## src/shared/itcc_params.svh

```systemverilog
`ifndef ITCC_PARAMS_SVH
`define ITCC_PARAMS_SVH
// ==========================================
// Register map, index = channel * 2 + reg
`define ITCC_OFS_CLK_CTRL  1'b0
`define ITCC_OFS_IO_CTRL   1'b1
`define ITCC_OFS_COUNTER   4'hA
`define ITCC_OFS_GEN_A     4'hB
`define ITCC_OFS_GEN_B     4'hC
`define ITCC_OFS_CH_SEL    4'hD
`define ITCC_OFS_MODE      4'hE
// ==========================================
// Reset values
`define ITCC_RST_CLK_CTRL  8'h80
`define ITCC_RST_IO_CTRL   8'h88
`define ITCC_RST_GEN       16'hFFFF
// ==========================================
// Field positions
`define ITCC_CLR_HI        6
`define ITCC_CLR_LO        5
`define ITCC_EDGE_HI       4
`define ITCC_EDGE_LO       3
`define ITCC_PSC_HI        2
`define ITCC_IOB_HI        6
`define ITCC_IOB_LO        4
`define ITCC_IOA_HI        2
`define ITCC_IOA_LO        0
`define ITCC_RSV_MASK_CLK  8'h80
`define ITCC_RSV_MASK_IO   8'h88
`define ITCC_PHASE_CH      2
`endif

```

## src/shared/itcc_pkg.sv

```systemverilog
package itcc_pkg;
  typedef enum logic [1:0] {
    ITCC_CLR_NONE,
    ITCC_CLR_GEN_A,
    ITCC_CLR_GEN_B,
    ITCC_CLR_SYNC
  } itcc_clr_t;
  typedef enum logic [1:0] {
    ITCC_PIN_KEEP,
    ITCC_PIN_LOW,
    ITCC_PIN_HIGH,
    ITCC_PIN_TOGGLE
  } itcc_pin_act_t;
endpackage

```

## src/hdl/itcc_timer.sv

```systemverilog
// Behaviour
// - Clock/clear control loads 0x80 at reset and standby entry.
// - Bits 6:5 pick clear: none, register A, register B, synchronous.
// - Register-tied clear follows compare match or capture per register mode.
// - Synchronous clear happens together with other synchronised channels.
// - Bits 4:3 pick external edge: rising, falling, or both when bit 4 set.
// - Channel 2 phase counting ignores its edge field.
// - Prescale codes 0..3 select system clock divided by 1, 2, 4, 8.
// - Prescale codes 4..7 select external clock pins A..D.
// - Internal source counts divided-clock falling edges; external uses edge field.
// - Channel 2 phase counting ignores its prescale field.
// - All five channels' clock/clear control registers behave alike, except channel 2 phase.
// - I/O control loads 0x88 at reset and standby entry.
// - Bit 7 of both registers and I/O bit 3 read as one.
// - Bits 6:4 codes 0..3: register B compare, pin none/0/1/toggle.
// - Register B codes 4, 5, 6/7 capture rising, falling, both edges.
// - Bits 2:0 set register A with the same encodings.
// - Compare pins stay 0 after reset until first match.
// - Channel 2 toggle code drives 1 at match instead.
// - Complementary or reset-sync PWM ignores channels 3 and 4 I/O control.
// - Capture copies counter to general register and sets its flag.
// - A selected clear event zeroes the counter.
//
// Strobed register access and the placing of the registers are this design's own decisions.
`include "itcc_params.svh"
module itcc_timer
  import itcc_pkg::*;
#(
  parameter int NCH = 5
) (
  // Clock and reset
  input  wire logic              clk,
  input  wire logic              rst_b,
  input  wire logic              clk_en,
  input  wire logic              standby,
  // Register port
  input  wire logic [3:0]        addr,
  input  wire logic [15:0]       wdata,
  input  wire logic              wr,
  input  wire logic              rd,
  output logic      [15:0]       rdata,
  // External clocks
  input  wire logic [3:0]        ext_clock_pin,
  // Capture/compare pins
  input  wire logic [NCH-1:0]    cc_pin_a_in,
  input  wire logic [NCH-1:0]    cc_pin_b_in,
  output logic      [NCH-1:0]    cc_pin_a_out,
  output logic      [NCH-1:0]    cc_pin_a_oe,
  output logic      [NCH-1:0]    cc_pin_b_out,
  output logic      [NCH-1:0]    cc_pin_b_oe,
  // Event flags
  output logic      [NCH-1:0]    flag_a,
  output logic      [NCH-1:0]    flag_b
);

  // ==========================================
  // Helpers
  function automatic logic edge_hit(input logic [2:0] sel, input logic rise,
                                    input logic fall);
    edge_hit = sel[2] ? (rise | fall) : (sel[0] ? fall : rise);
  endfunction

  function automatic logic [7:0] field_sel(input logic [2:0] ch, input logic io);
    field_sel = 8'h00;
  endfunction

  logic [7:0]     clk_ctrl_q [NCH];
  logic [7:0]     io_ctrl_q  [NCH];
  logic [15:0]    cnt_q      [NCH];
  logic [15:0]    gen_a_q    [NCH];
  logic [15:0]    gen_b_q    [NCH];
  logic [NCH-1:0] sync_sel_q;
  logic           phase_q;
  logic           pwm_q;
  logic [2:0]     div_q;
  logic [2:0]     div_prev_q;
  logic [3:0]     ext_s1_q;
  logic [3:0]     ext_s2_q;
  logic [3:0]     ext_s3_q;
  logic [NCH-1:0] ca_s1_q, ca_s2_q, ca_s3_q;
  logic [NCH-1:0] cb_s1_q, cb_s2_q, cb_s3_q;
  logic           standby_q;

  logic [NCH-1:0] tick;
  logic [NCH-1:0] ev_a;
  logic [NCH-1:0] ev_b;
  logic [NCH-1:0] cap_a;
  logic [NCH-1:0] cap_b;
  logic [NCH-1:0] own_clr;
  logic           sync_clr;
  logic [NCH-1:0] io_on;

  wire logic       std_entry = standby & ~standby_q;
  wire logic [2:0] ch_idx    = addr[3:1];
  wire logic       ch_ok     = (addr < `ITCC_OFS_COUNTER);

  // ==========================================
  // Pin synchronisers
  always_ff @(posedge clk or negedge rst_b) begin
    if (!rst_b) begin
      ext_s1_q <= 4'h0;
      ext_s2_q <= 4'h0;
      ext_s3_q <= 4'h0;
      ca_s1_q  <= '0;
      ca_s2_q  <= '0;
      ca_s3_q  <= '0;
      cb_s1_q  <= '0;
      cb_s2_q  <= '0;
      cb_s3_q  <= '0;
    end else if (clk_en) begin
      ext_s1_q <= ext_clock_pin;
      ext_s2_q <= ext_s1_q;
      ext_s3_q <= ext_s2_q;
      ca_s1_q  <= cc_pin_a_in;
      ca_s2_q  <= ca_s1_q;
      ca_s3_q  <= ca_s2_q;
      cb_s1_q  <= cc_pin_b_in;
      cb_s2_q  <= cb_s1_q;
      cb_s3_q  <= cb_s2_q;
    end
  end

  // ==========================================
  // Prescaler
  always_ff @(posedge clk or negedge rst_b) begin
    if (!rst_b) begin
      div_q      <= 3'h0;
      div_prev_q <= 3'h0;
      standby_q  <= 1'b0;
    end else if (clk_en) begin
      div_q      <= div_q + 3'h1;
      div_prev_q <= div_q;
      standby_q  <= standby;
    end
  end

  // ==========================================
  // Per-channel count and event logic
  always_comb begin
    sync_clr = 1'b0;
    for (int c = 0; c < NCH; c++) begin
      logic [2:0] psc;
      logic [1:0] edg;
      logic [2:0] ioa;
      logic [2:0] iob;
      logic [3:0] rise;
      logic [3:0] fall;
      psc  = clk_ctrl_q[c][`ITCC_PSC_HI:0];
      edg  = clk_ctrl_q[c][`ITCC_EDGE_HI:`ITCC_EDGE_LO];
      ioa  = io_ctrl_q[c][`ITCC_IOA_HI:`ITCC_IOA_LO];
      iob  = io_ctrl_q[c][`ITCC_IOB_HI:`ITCC_IOB_LO];
      rise = ext_s2_q & ~ext_s3_q;
      fall = ~ext_s2_q & ext_s3_q;
      io_on[c] = !(pwm_q && c >= 3);
      if (c == `ITCC_PHASE_CH && phase_q) begin
        tick[c] = 1'b0;
      end else if (!psc[2]) begin
        case (psc[1:0])
          2'd0:    tick[c] = 1'b1;
          2'd1:    tick[c] = div_prev_q[0] & ~div_q[0];
          2'd2:    tick[c] = div_prev_q[1] & ~div_q[1];
          default: tick[c] = div_prev_q[2] & ~div_q[2];
        endcase
      end else begin
        tick[c] = edge_hit({edg[1], 1'b0, edg[0]}, rise[psc[1:0]],
                           fall[psc[1:0]]);
      end
      cap_a[c] = io_on[c] & ioa[2] &
                 edge_hit({ioa[1], 1'b0, ioa[0]}, ca_s2_q[c] & ~ca_s3_q[c],
                          ~ca_s2_q[c] & ca_s3_q[c]);
      cap_b[c] = io_on[c] & iob[2] &
                 edge_hit({iob[1], 1'b0, iob[0]}, cb_s2_q[c] & ~cb_s3_q[c],
                          ~cb_s2_q[c] & cb_s3_q[c]);
      ev_a[c] = ioa[2] ? cap_a[c] : (tick[c] && cnt_q[c] == gen_a_q[c]);
      ev_b[c] = iob[2] ? cap_b[c] : (tick[c] && cnt_q[c] == gen_b_q[c]);
      case (itcc_clr_t'(clk_ctrl_q[c][`ITCC_CLR_HI:`ITCC_CLR_LO]))
        ITCC_CLR_GEN_A: own_clr[c] = ev_a[c];
        ITCC_CLR_GEN_B: own_clr[c] = ev_b[c];
        default:        own_clr[c] = 1'b0;
      endcase
      if (sync_sel_q[c])
        sync_clr = sync_clr | own_clr[c];
    end
  end

  // ==========================================
  // Control registers
  always_ff @(posedge clk or negedge rst_b) begin
    if (!rst_b) begin
      for (int c = 0; c < NCH; c++) begin
        clk_ctrl_q[c] <= `ITCC_RST_CLK_CTRL;
        io_ctrl_q[c]  <= `ITCC_RST_IO_CTRL;
      end
      sync_sel_q <= '0;
      phase_q    <= 1'b0;
      pwm_q      <= 1'b0;
    end else if (clk_en) begin
      if (std_entry) begin
        for (int c = 0; c < NCH; c++) begin
          clk_ctrl_q[c] <= `ITCC_RST_CLK_CTRL;
          io_ctrl_q[c]  <= `ITCC_RST_IO_CTRL;
        end
      end else if (wr && ch_ok) begin
        if (addr[0] == `ITCC_OFS_IO_CTRL)
          io_ctrl_q[ch_idx] <= wdata[7:0] | `ITCC_RSV_MASK_IO;
        else
          clk_ctrl_q[ch_idx] <= wdata[7:0] | `ITCC_RSV_MASK_CLK;
      end else if (wr && addr == `ITCC_OFS_CH_SEL) begin
        sync_sel_q <= wdata[NCH-1:0];
      end else if (wr && addr == `ITCC_OFS_MODE) begin
        phase_q <= wdata[0];
        pwm_q   <= wdata[1];
      end
    end
  end

  // ==========================================
  // Counters, general registers, flags
  always_ff @(posedge clk or negedge rst_b) begin
    if (!rst_b) begin
      for (int c = 0; c < NCH; c++) begin
        cnt_q[c]   <= 16'h0000;
        gen_a_q[c] <= `ITCC_RST_GEN;
        gen_b_q[c] <= `ITCC_RST_GEN;
      end
      flag_a <= '0;
      flag_b <= '0;
    end else if (clk_en) begin
      for (int c = 0; c < NCH; c++) begin
        logic clr;
        clr = own_clr[c];
        if (clk_ctrl_q[c][`ITCC_CLR_HI:`ITCC_CLR_LO] == 2'b11)
          clr = sync_sel_q[c] & sync_clr;
        if (clr)
          cnt_q[c] <= 16'h0000;
        else if (tick[c])
          cnt_q[c] <= cnt_q[c] + 16'h0001;
        if (cap_a[c])
          gen_a_q[c] <= cnt_q[c];
        if (cap_b[c])
          gen_b_q[c] <= cnt_q[c];
        if (ev_a[c])
          flag_a[c] <= 1'b1;
        else if (wr && addr == 4'(2 * c) && !wdata[8])
          flag_a[c] <= 1'b0;
        if (ev_b[c])
          flag_b[c] <= 1'b1;
        else if (wr && addr == 4'(2 * c) && !wdata[9])
          flag_b[c] <= 1'b0;
      end
      if (wr && addr == `ITCC_OFS_COUNTER)
        cnt_q[0] <= wdata;
      if (wr && addr == `ITCC_OFS_GEN_A)
        gen_a_q[0] <= wdata;
      if (wr && addr == `ITCC_OFS_GEN_B)
        gen_b_q[0] <= wdata;
    end
  end

  // ==========================================
  // Compare pin outputs
  always_ff @(posedge clk or negedge rst_b) begin
    if (!rst_b) begin
      cc_pin_a_out <= '0;
      cc_pin_b_out <= '0;
      cc_pin_a_oe  <= '0;
      cc_pin_b_oe  <= '0;
    end else if (clk_en) begin
      for (int c = 0; c < NCH; c++) begin
        logic [2:0] ioa;
        logic [2:0] iob;
        ioa = io_ctrl_q[c][`ITCC_IOA_HI:`ITCC_IOA_LO];
        iob = io_ctrl_q[c][`ITCC_IOB_HI:`ITCC_IOB_LO];
        cc_pin_a_oe[c] <= io_on[c] && !ioa[2] && ioa[1:0] != 2'b00;
        cc_pin_b_oe[c] <= io_on[c] && !iob[2] && iob[1:0] != 2'b00;
        if (io_on[c] && !ioa[2] && ev_a[c]) begin
          case (itcc_pin_act_t'(ioa[1:0]))
            ITCC_PIN_LOW:    cc_pin_a_out[c] <= 1'b0;
            ITCC_PIN_HIGH:   cc_pin_a_out[c] <= 1'b1;
            ITCC_PIN_TOGGLE: cc_pin_a_out[c] <= (c == 2) | ~cc_pin_a_out[c];
            default:         cc_pin_a_out[c] <= cc_pin_a_out[c];
          endcase
        end
        if (io_on[c] && !iob[2] && ev_b[c]) begin
          case (itcc_pin_act_t'(iob[1:0]))
            ITCC_PIN_LOW:    cc_pin_b_out[c] <= 1'b0;
            ITCC_PIN_HIGH:   cc_pin_b_out[c] <= 1'b1;
            ITCC_PIN_TOGGLE: cc_pin_b_out[c] <= (c == 2) | ~cc_pin_b_out[c];
            default:         cc_pin_b_out[c] <= cc_pin_b_out[c];
          endcase
        end
      end
    end
  end

  // ==========================================
  // Read port
  always_ff @(posedge clk or negedge rst_b) begin
    if (!rst_b) begin
      rdata <= 16'h0000;
    end else if (clk_en && rd) begin
      if (ch_ok && addr[0] == `ITCC_OFS_IO_CTRL)
        rdata <= {8'h00, io_ctrl_q[ch_idx]};
      else if (ch_ok)
        rdata <= {6'h00, flag_b[ch_idx], flag_a[ch_idx], clk_ctrl_q[ch_idx]};
      else if (addr == `ITCC_OFS_COUNTER)
        rdata <= cnt_q[0];
      else if (addr == `ITCC_OFS_GEN_A)
        rdata <= gen_a_q[0];
      else if (addr == `ITCC_OFS_GEN_B)
        rdata <= gen_b_q[0];
      else if (addr == `ITCC_OFS_CH_SEL)
        rdata <= 16'(sync_sel_q);
      else if (addr == `ITCC_OFS_MODE)
        rdata <= {14'h0000, pwm_q, phase_q};
      else
        rdata <= 16'h0000;
    end
  end

endmodule

```

## config.mk

```make
export PLATFORM = sky130hd
export DESIGN_NAME = itcc_timer
export DESIGN_NICKNAME = d
export VERILOG_FILES = /design/src/shared/itcc_pkg.sv /design/src/hdl/itcc_timer.sv
export VERILOG_INCLUDE_DIRS = /design/src /design/src/shared
export SDC_FILE = /design/constraint.sdc
export NUM_CORES = 1
export LEC_CHECK = 0
export ABC_AREA = 1
export BUFFER_PORTS_ARGS = -buffer_cell sky130_fd_sc_hd__buf_4
export CORE_MARGIN = 4
export CORE_UTILIZATION = 35
export DETAILED_ROUTE_END_ITERATION = 7
export GPL_ROUTABILITY_DRIVEN = 0
export GPL_TIMING_DRIVEN = 0
export MAX_ROUTING_LAYER = met4
export PLACE_DENSITY = 0.61
export SETUP_SLACK_MARGIN = 0.02
export SYNTH_ARGS = -nofsm -noshare
export SYNTH_HDL_FRONTEND = slang
export SYNTH_SLANG_ARGS = --single-unit
```

## constraint.sdc

```tcl
create_clock -name clk -period 5.1 [get_ports clk]
set_clock_uncertainty 0.15 [all_clocks]
set_input_delay 0.765 -clock clk [delete_from_list [all_inputs] [get_ports clk]]
set_output_delay 0.765 -clock clk [all_outputs]
set_load 0.05 [all_outputs]
```

# == After elaboration in Yosys (flattened, before gate mapping) ==
# Cells that the tools add are included.
# word_totals
ff_bits,422
input_bits,40
elab_cells,575
# classes
add_sub_neg,6
order_cmp,9
eq_ne,75
n_mux,163
bitwise_logic,102
reduce_logical,157
# op_table
operator,n
$mux W16,20
$mux W40,6
$eq A16 B16 Y1,10
$mux W1,93
$add A16 B1 Y16 const B,5
$bwmux W40,2
$eq A2 B2 Y1 const B,35
$reduce_bool A2 Y1,30
$logic_and A1 B1 Y1,58
$reduce_and A2 Y1,25
$bmux W8 S3,2
$and A1 B1 Y1,43
$eq A2 B1 Y1 const B,20
$mux W8,5
$pmux W1 S3,13
$reduce_and A3 Y1,12
$not A1 Y1,35
$reduce_bool A3 Y1,9
$demux W8 S3,1
$eq A4 B4 Y1 const B,6
$bmux W1 S2,10
$or A1 B1 Y1,19
$lt A2 B3 Y1 const B,5
$pmux W1 S2,7
other kinds (20),41

# == Logic depth before layout (Yosys ltp) ==
# Gate-level depths: netlist of the first run.
# logic_depth
ltp_word,24
depth_mapped,24
ltp_nobuf,22

# == Least setup slack after synthesis of the first run ==
# No wires, ideal clock.
# synth_timing
kind,input port to flip-flop
startpoint,in addr[1]
endpoint,reg clk_ctrl_q[10] in the netlist's numbering
setup_ns,0.125
arrival_ns,2.404
slack_ns,2.421
cell_stages,6
path_buffers,1
cell_sequence,buf_2 -> clkinv_1 -> nor2_2 -> clkinv_1 -> a21oi_1 -> mux2_2
# synth_via
elab_chain_len,9
word_cells_on_any_way,14
# synth_lines
item,line,text
start: declaration,itcc_timer.sv:37,"input wire logic [3:0] addr,"
$not A3 Y4,n/a,
$ge A4 B4 Y1 or $lt A4 B1 Y1 (tied branches),n/a,
$logic_and A1 B1 Y1 (no source line),n/a,
$mux W8 (no source line),n/a,
$demux W8 S3 (no source line),n/a,
$bwmux W40 (no source line),n/a,
$mux W40,itcc_timer.sv:204,if (addr[0] == `ITCC_OFS_IO_CTRL)
$mux W40,itcc_timer.sv:203,end else if (wr && ch_ok) begin
$mux W40,itcc_timer.sv:198,if (std_entry) begin
end signal: indexed assignment,itcc_timer.sv:191,clk_ctrl_q[c] <= `ITCC_RST_CLK_CTRL;
end signal: indexed assignment,itcc_timer.sv:200,clk_ctrl_q[c] <= `ITCC_RST_CLK_CTRL;
end signal: indexed assignment,itcc_timer.sv:207,clk_ctrl_q[ch_idx] <= wdata[7:0] | `ITCC_RSV_MASK_CLK;
end: declaration,itcc_timer.sv:67,logic [7:0] clk_ctrl_q [NCH];
# Several ways; a longest one is shown, not always the timed one. The select of a mux whose other input is x is not followed.
# A chain may end at the register's enable or synchronous reset.

# == Worst setup path after layout of the first run ==
# Ends and elaborated chain as after synthesis.

==> results.json, run 1 <==
{
  "timing.final.max_slew_violations": 0,
  "ys_seq_elements": 417,
  "cts_num_sinks": 417,
  "start_util_pct": 35.4,
  "detailroute.via_count": 21500,
  "number_of_setup_buffers_added_after_cts": 0,
  "antenna_left": 0,
  "die_height_um": 266,
  "post_cts.resized_instances": 0,
  "cts-hold-fix-buffers": 0,
  "crit_path_end_kind": "flip-flop",
  "die_x_um": 266,
  "ys_warn_count": 0,
  "synth_seq_area_share_pct": 45.5,
  "fin_setup_tns_ps": 0,
  "pre_cts_ws_ps": 889,
  "cts-buffers-inserted": 49,
  "tritonroute_pass_1_iters": 6,
  "ir_drop_v": 0.000416,
  "synth_cells": 3129,
  "post-route-worst-setup-slack_ps": 1490,
  "via_count_of_the_first_global_routing_pass": 20700,
  "detail_route.iter0.violations": 2123,
  "port_buffers": 84,
  "netlist_area_mm2": 0.0234,
  "slew_headroom_pct": 28.3,
  "clock.fmax_mhz": 277,
  "hold_viol_final": 0,
  "first_pass_grt_wire_length_um": 122000,
  "dpl.cell_count": 4080,
  "timing_worst_slew_pin_value_ps": 1050,
  "final_layout_size_suffix_gt1_share_pct": 13.9,
  "route.detailed.drc": 0,
  "groute.usage.overall_pct": 22.4,
  "timing.final.setup_violations": 0,
  "drv.max_cap_violation_count": 0,
  "final_cells": 4172,
  "grt_setup_unrepaired": "false",
  "cts_tree": "yes",
  "number_of_top_level_pins": 86,
  "post-route-util_pct": 40.8,
  "grt.overflow.total": 0,
  "critical_path_arrival_ps": 3920,
  "coreArea_mm2": 0.0660,
  "finish.instance_area_mm2": 0.0269,
  "critical_path_required_ps": 5420,
  "period_needed_ps": 3610,
  "syn_nets": 3210,
  "finalCritPeriodShare_pct": 70.7,
  "worst_skew_pair.late_latency_ps": 610,
  "timing.setup.critical_path_class": "input pin to flip-flop",
  "grt_antenna_before_repair": 0,
  "async_flop_share_pct": 100,
  "grt_start_max_net_pins": 119,
  "hold_path_class": "input pin to async pin",
  "wl_per_cell_um": 18.6,
  "crit_path_max_fanout": 10,
  "htree_levels": 2,
  "wirelength_um": 77600,
  "dp_hpwl_um": 57100,
  "clockBufferDepth": 3,
  "outcome": "completed",
  "floorplan.die_area_mm2": 0.0710,
  "synth_area_per_cell_um2": 7.47,
  "placed_area_mm2": 0.0252,
  "clk_pin_slew_worst_paths_ps": 60,
  "number_of_enable_flip_flop_cells_after_synthesis": 0,
  "vias_per_cell": 5.15,
  "placement_rows": 94,
  "dominantRegCellSynth": "dfrtp_1",
  "library_cell_with_the_largest_summed_area_after_synthesis": "dfrtp_1",
  "power-per-cell-area_mw_per_mm2": 453,
  "cellLeakagePower_uw": 0.0121,
  "yosys.area.top_type_share_pct": 26.4,
  "flow.area_growth_from_synthesis_pct": 15.2,
  "antenna_cells_inserted": 0,
  "clock_tree_root": "clkbuf_16",
  "synth.area.top_cells": "dfrtp_1 (26%), dfstp_2 (19%), nand2_1 (16%)",
  "ys_types": 56,
  "finalNetCount": 3348,
  "start_kind": "input pin"
}
-- logic make-up after synthesis --
kind of cell | share of synthesized area [%]
AO/OA/AOI/OAI | 13.5
multiplexers | 0.144
flip-flops | 45.5
XOR/XNOR | 4.46
adder cells (fa/ha/maj) | 2.19
buffers and inverters | 8.10
AND/OR/NAND/NOR | 26.1
-- area by class of cell --
cell class,count,area (um2)
sequential,417,10600
inverter,355,1340
fill,6770,39000
multi-input combinational,2236,10800
clock inverter,23,302
clock buffer,69,1460
buffer,121,552
timing repair buffer,87,721
tap,864,1080
-- flip-flops by register name, indices dropped and copies added, names as in the netlist, 16 cells and up --
register    flops
clk_ctrl_q     40
cnt_q          80
gen_a_q        80
rdata          16
gen_b_q        80
io_ctrl_q      35
-- Yosys cell counts, types with 3 or more instances --
| master | number |
|---|---|
| nand2_1 | 1018 |
| o21ai_0 | 354 |
| inv_1 | 319 |
| nor2_1 | 248 |
| dfrtp_1 | 247 |
| dfstp_2 | 170 |
| nand3_1 | 107 |
| xor2_1 | 88 |
| clkbuf_1 | 73 |
| a21oi_1 | 68 |
| ha_1 | 41 |
| o21ai_1 | 34 |
| nand4_1 | 33 |
| nor3_1 | 33 |
| buf_2 | 31 |
| xnor2_1 | 31 |
| o211ai_1 | 30 |
| inv_2 | 29 |
| o22ai_1 | 27 |
| nor4_1 | 17 |
| or2_2 | 15 |
| a31oi_1 | 11 |
| buf_4 | 10 |
| o31ai_1 | 8 |
| a211oi_1 | 7 |
| nor2_2 | 7 |
| a22o_1 | 5 |
| nand2_2 | 5 |
| nand3_2 | 5 |
| nand3b_1 | 5 |
| o2111ai_1 | 5 |
| a21o_1 | 4 |
| a221oi_1 | 4 |
| clkinv_1 | 4 |
| a2111oi_0 | 3 |
| buf_1 | 3 |
| mux2_2 | 3 |
| nand2_4 | 3 |
-- report_power, final --
part           internal (uW)  switching [uW]
logic                   1190            2490
registers               4100             591
clock network           2340            1490
total                   7630            4570
-- cell usage in the layout, fill, tap and decap left out, drive strengths merged, types with 5 or more instances in the layout --
master   count
a211oi       7
a21oi       69
a22o         5
a31oi       11
buf        133
bufinv       7
clkbuf     144
clkinv      16
dfrtp      247
dfstp      170
ha          41
inv        353
nand2     1026
nand3      113
nand3b       5
nand4       33
nor2       255
nor3        33
nor4        17
o2111ai      5
o211ai      30
o21ai      388
o22ai       27
o31ai        8
or2         16
xnor2       31
xor2        88
-- through the flow --
stage / power, uW / hold slack [ps]
floorplan: 7070 / 292
global placement: 8340 / 314
detailed placement: 8380 / 318
CTS: 12300 / 99.9
global route: 12900 / 134
finish: 12200 / 87.8
-- critical path, cell delays in order --
cell	delay, ps
buf_4	90
buf_2	250
clkinv_1	340
nor2_2	570
clkinv_1	500
a21oi_1	980
mux2_2	410
-- final timing paths --
path	to	cells past startpoint	from	slack, ps
worst max register to register	cnt_q[25]	18	div_q[0]	1520
min in group clk	ext_s1_q[2]	3	ext_clock_pin[2]	230
worst min-delay path	cnt_q[36]	1	rst_b	90
worst min register to register	ca_s1_q[1]	2	ca_s1_q[1]	330
worst max-delay path	clk_ctrl_q[10]	7	addr[1]	1490
max in group asynchronous	gen_a_q[7]	3	rst_b	3190
-- layer usage --
metal	wire length [um]	vias to the layer above	global-route usage (%)
met5	0	-	-
met3	5940	175	4.00
met2	34100	823	33.6
li1	-	10300	-
met4	2620	0	7.17
met1	34900	10200	31.0
Note: power is estimated with default switching activity, not from simulation.
==> inputs of run 2 (changes only) <==
- clock period: 5.1 -> 3.4 ns (I/O delays scaled with it)
==> run 2 against run 1 <==
  * Via count grew 0.13%
  * Clock power grew 50%
  * Global-route usage is essentially flat
  * Critical path depth is the same
  * Sequential share of layout area shrank 0.37 points
  * Sequential power grew 50%
  * Power grew 51%
  * Critical endpoint unchanged
  * Largest cell class unchanged
  * Largest power group unchanged
==> results.json, run 2 (same netlist as run 1, synthesis figures left out) <==
{
  "groute.usage.overall_pct": 22.4,
  "switching_share_pct": 37.5,
  "post-route-util_pct": 41.2,
  "cts-buffers-inserted": 49,
  "wl_per_cell_um": 18.6,
  "outcome": "completed",
  "clk_pin_slew_worst_paths_ps": 60,
  "finalNetCount": 3368,
  "hold_viol_final": 0,
  "tritonroute_pass_1_iters": 8,
  "dpl.cell_count": 4080,
  "finalCritPeriodShare_pct": 99.1,
  "internal-power_uw": 11500,
  "crit_path_end_kind": "flip-flop",
  "drv.max_cap_violation_count": 0,
  "ir_drop_v": 0.000623,
  "antenna_cells_inserted": 0,
  "die_x_um": 266,
  "timing.final.max_slew_violations": 0,
  "critical_path_required_ps": 3720,
  "port_buffers": 84,
  "grt_setup_unrepaired": "false",
  "clock_power_share_pct": 31.2,
  "p_sw_uw": 6920,
  "clock_tree_root": "clkbuf_16",
  "pre_cts_ws_ps": -556,
  "hold_path_class": "input pin to flip-flop",
  "detail_route.iter0.violations": 2143,
  "grt_antenna_before_repair": 0,
  "power_frac_comb_pct": 30.7,
  "detailroute.via_count": 21500,
  "coreArea_mm2": 0.0660,
  "clockBufferDepth": 3,
  "antenna_left": 0,
  "crit_path_max_fanout": 10,
  "htree_levels": 2,
  "most_frequent_cells_in_the_layout": "nand2_1 (1,014), o21ai_0 (354), inv_1 (317), nor2_1 (246), dfrtp_1 (244)",
  "num-fill-cells": 6755,
  "start_kind": "input pin",
  "wirelength_um": 77800,
  "final_layout_size_suffix_gt1_share_pct": 14.4,
  "biggestRegsByFlops": "cnt_q (80), gen_a_q (80), gen_b_q (80)",
  "timing.setup.critical_path_class": "input pin to flip-flop",
  "critical_path_arrival_ps": 3690,
  "timing.final.setup_violations": 0,
  "grt.overflow.total": 0,
  "floorplan.die_area_mm2": 0.0710,
  "die_height_um": 266,
  "number_of_top_level_pins": 86,
  "timing_worst_slew_pin_value_ps": 1150,
  "dp_hpwl_um": 57100,
  "post-route-worst-setup-slack_ps": 29.2,
  "cts_num_sinks": 417,
  "start_util_pct": 35.4,
  "cellLeakagePower_uw": 0.0122,
  "vias_per_cell": 5.13,
  "placed_area_mm2": 0.0252,
  "slew_headroom_pct": 21.4,
  "grt_start_max_net_pins": 119,
  "period_needed_ps": 3370,
  "final.hold.worst_slack_ps": 40.9,
  "flow.area_growth_from_synthesis_pct": 16.4,
  "power-per-cell-area_mw_per_mm2": 678,
  "clock.fmax_mhz": 297,
  "placement_rows": 94,
  "worst_skew_pair.late_latency_ps": 600,
  "first_pass_grt_wire_length_um": 122000,
  "pwr-share-seq_pct": 38.2,
  "via_count_of_the_first_global_routing_pass": 20800,
  "cts_tree": "yes",
  "route.detailed.drc": 0,
  "finish.instance_area_mm2": 0.0272,
  "final_cells": 4192,
  "layout.cells.most_common": "nand2_1"
}
run 2: cell count changes in the layout (fill, tap and decap cells not counted), sizes merged:
cell	delta
buf	+4
dlygate4sd3	+16
run 2: worst paths after layout:
path                            start        endpoint  slack, ps  depth (start not counted)
min reg2reg                ca_s1_q[1]      ca_s1_q[1]        330                          2
max reg2reg                 cnt_q[72]       cnt_q[27]        160                         22
max                           addr[1]  clk_ctrl_q[10]         30                          7
min in group asynchronous       rst_b       cnt_q[36]        390                          2
max in group asynchronous       rst_b      gen_a_q[7]       1100                          4
min                          wdata[7]     gen_a_q[71]         40                          3
run 2: worst max-delay path, stage by stage:
cell and delay [ps]:
buf_4 90, buf_2 240, clkinv_1 330, nor2_2 550, clkinv_1 510, a21oi_1 1020
mux2_2 420
run 2: power groups by stage:
stage	Clock [uW]	Sequential, uW	Combinational, uW
2_1_floorplan	0	7290	3320
3_3_place_gp	0	7090	5420
3_5_place_dp	0	7090	5480
4_1_cts	5860	7030	5530
5_1_grt	6050	7170	6330
6_report	5750	7050	5660
run 2: layer usage:
layer  GRT usage, %  vias up  part of all wire (%)  wire length, um
met1           31.0    10200                    45            35100
met3           4.04      165                   7.5             5800
met4           7.17        0                   3.5             2690
li1               -    10400                     -                -
met2           33.7      762                    44            34200
met5              -        -                     0                0
run 2: final cells by class:
type | instances | area (um2) | area share (%)
Tap cell | 864 | 1080 | 3.97
Inverter | 355 | 1340 | 4.93
Sequential cell | 417 | 10700 | 39.2
Buffer | 121 | 552 | 2.03
Clock buffer | 69 | 1460 | 5.35
Timing Repair Buffer | 107 | 911 | 3.35
Multi-Input combinational cell | 2236 | 10900 | 40.1
Clock inverter | 23 | 302 | 1.11
run 2: stage by stage:
stage	power, uW	setup TNS, ps
after floorplan	10600	0
after global placement	12500	-884510
after detailed placement	12600	-22490
after CTS	18400	0
after global routing	19600	0
final	18500	0
run 2: what timing repair did:
| item | 4_1_cts | 5_1_grt |
|---|---|---|
| setup buffers | 0 | 4 |
| hold buffers | 16 | 0 |
| endpoints found under the hold margin | 80 | 0 |
| cloned | 0 | 0 |
| gates resized for setup | 3 | 19 |
| endpoints found under the setup margin | 63 | 80 |
| pin swaps | 0 | 4 |
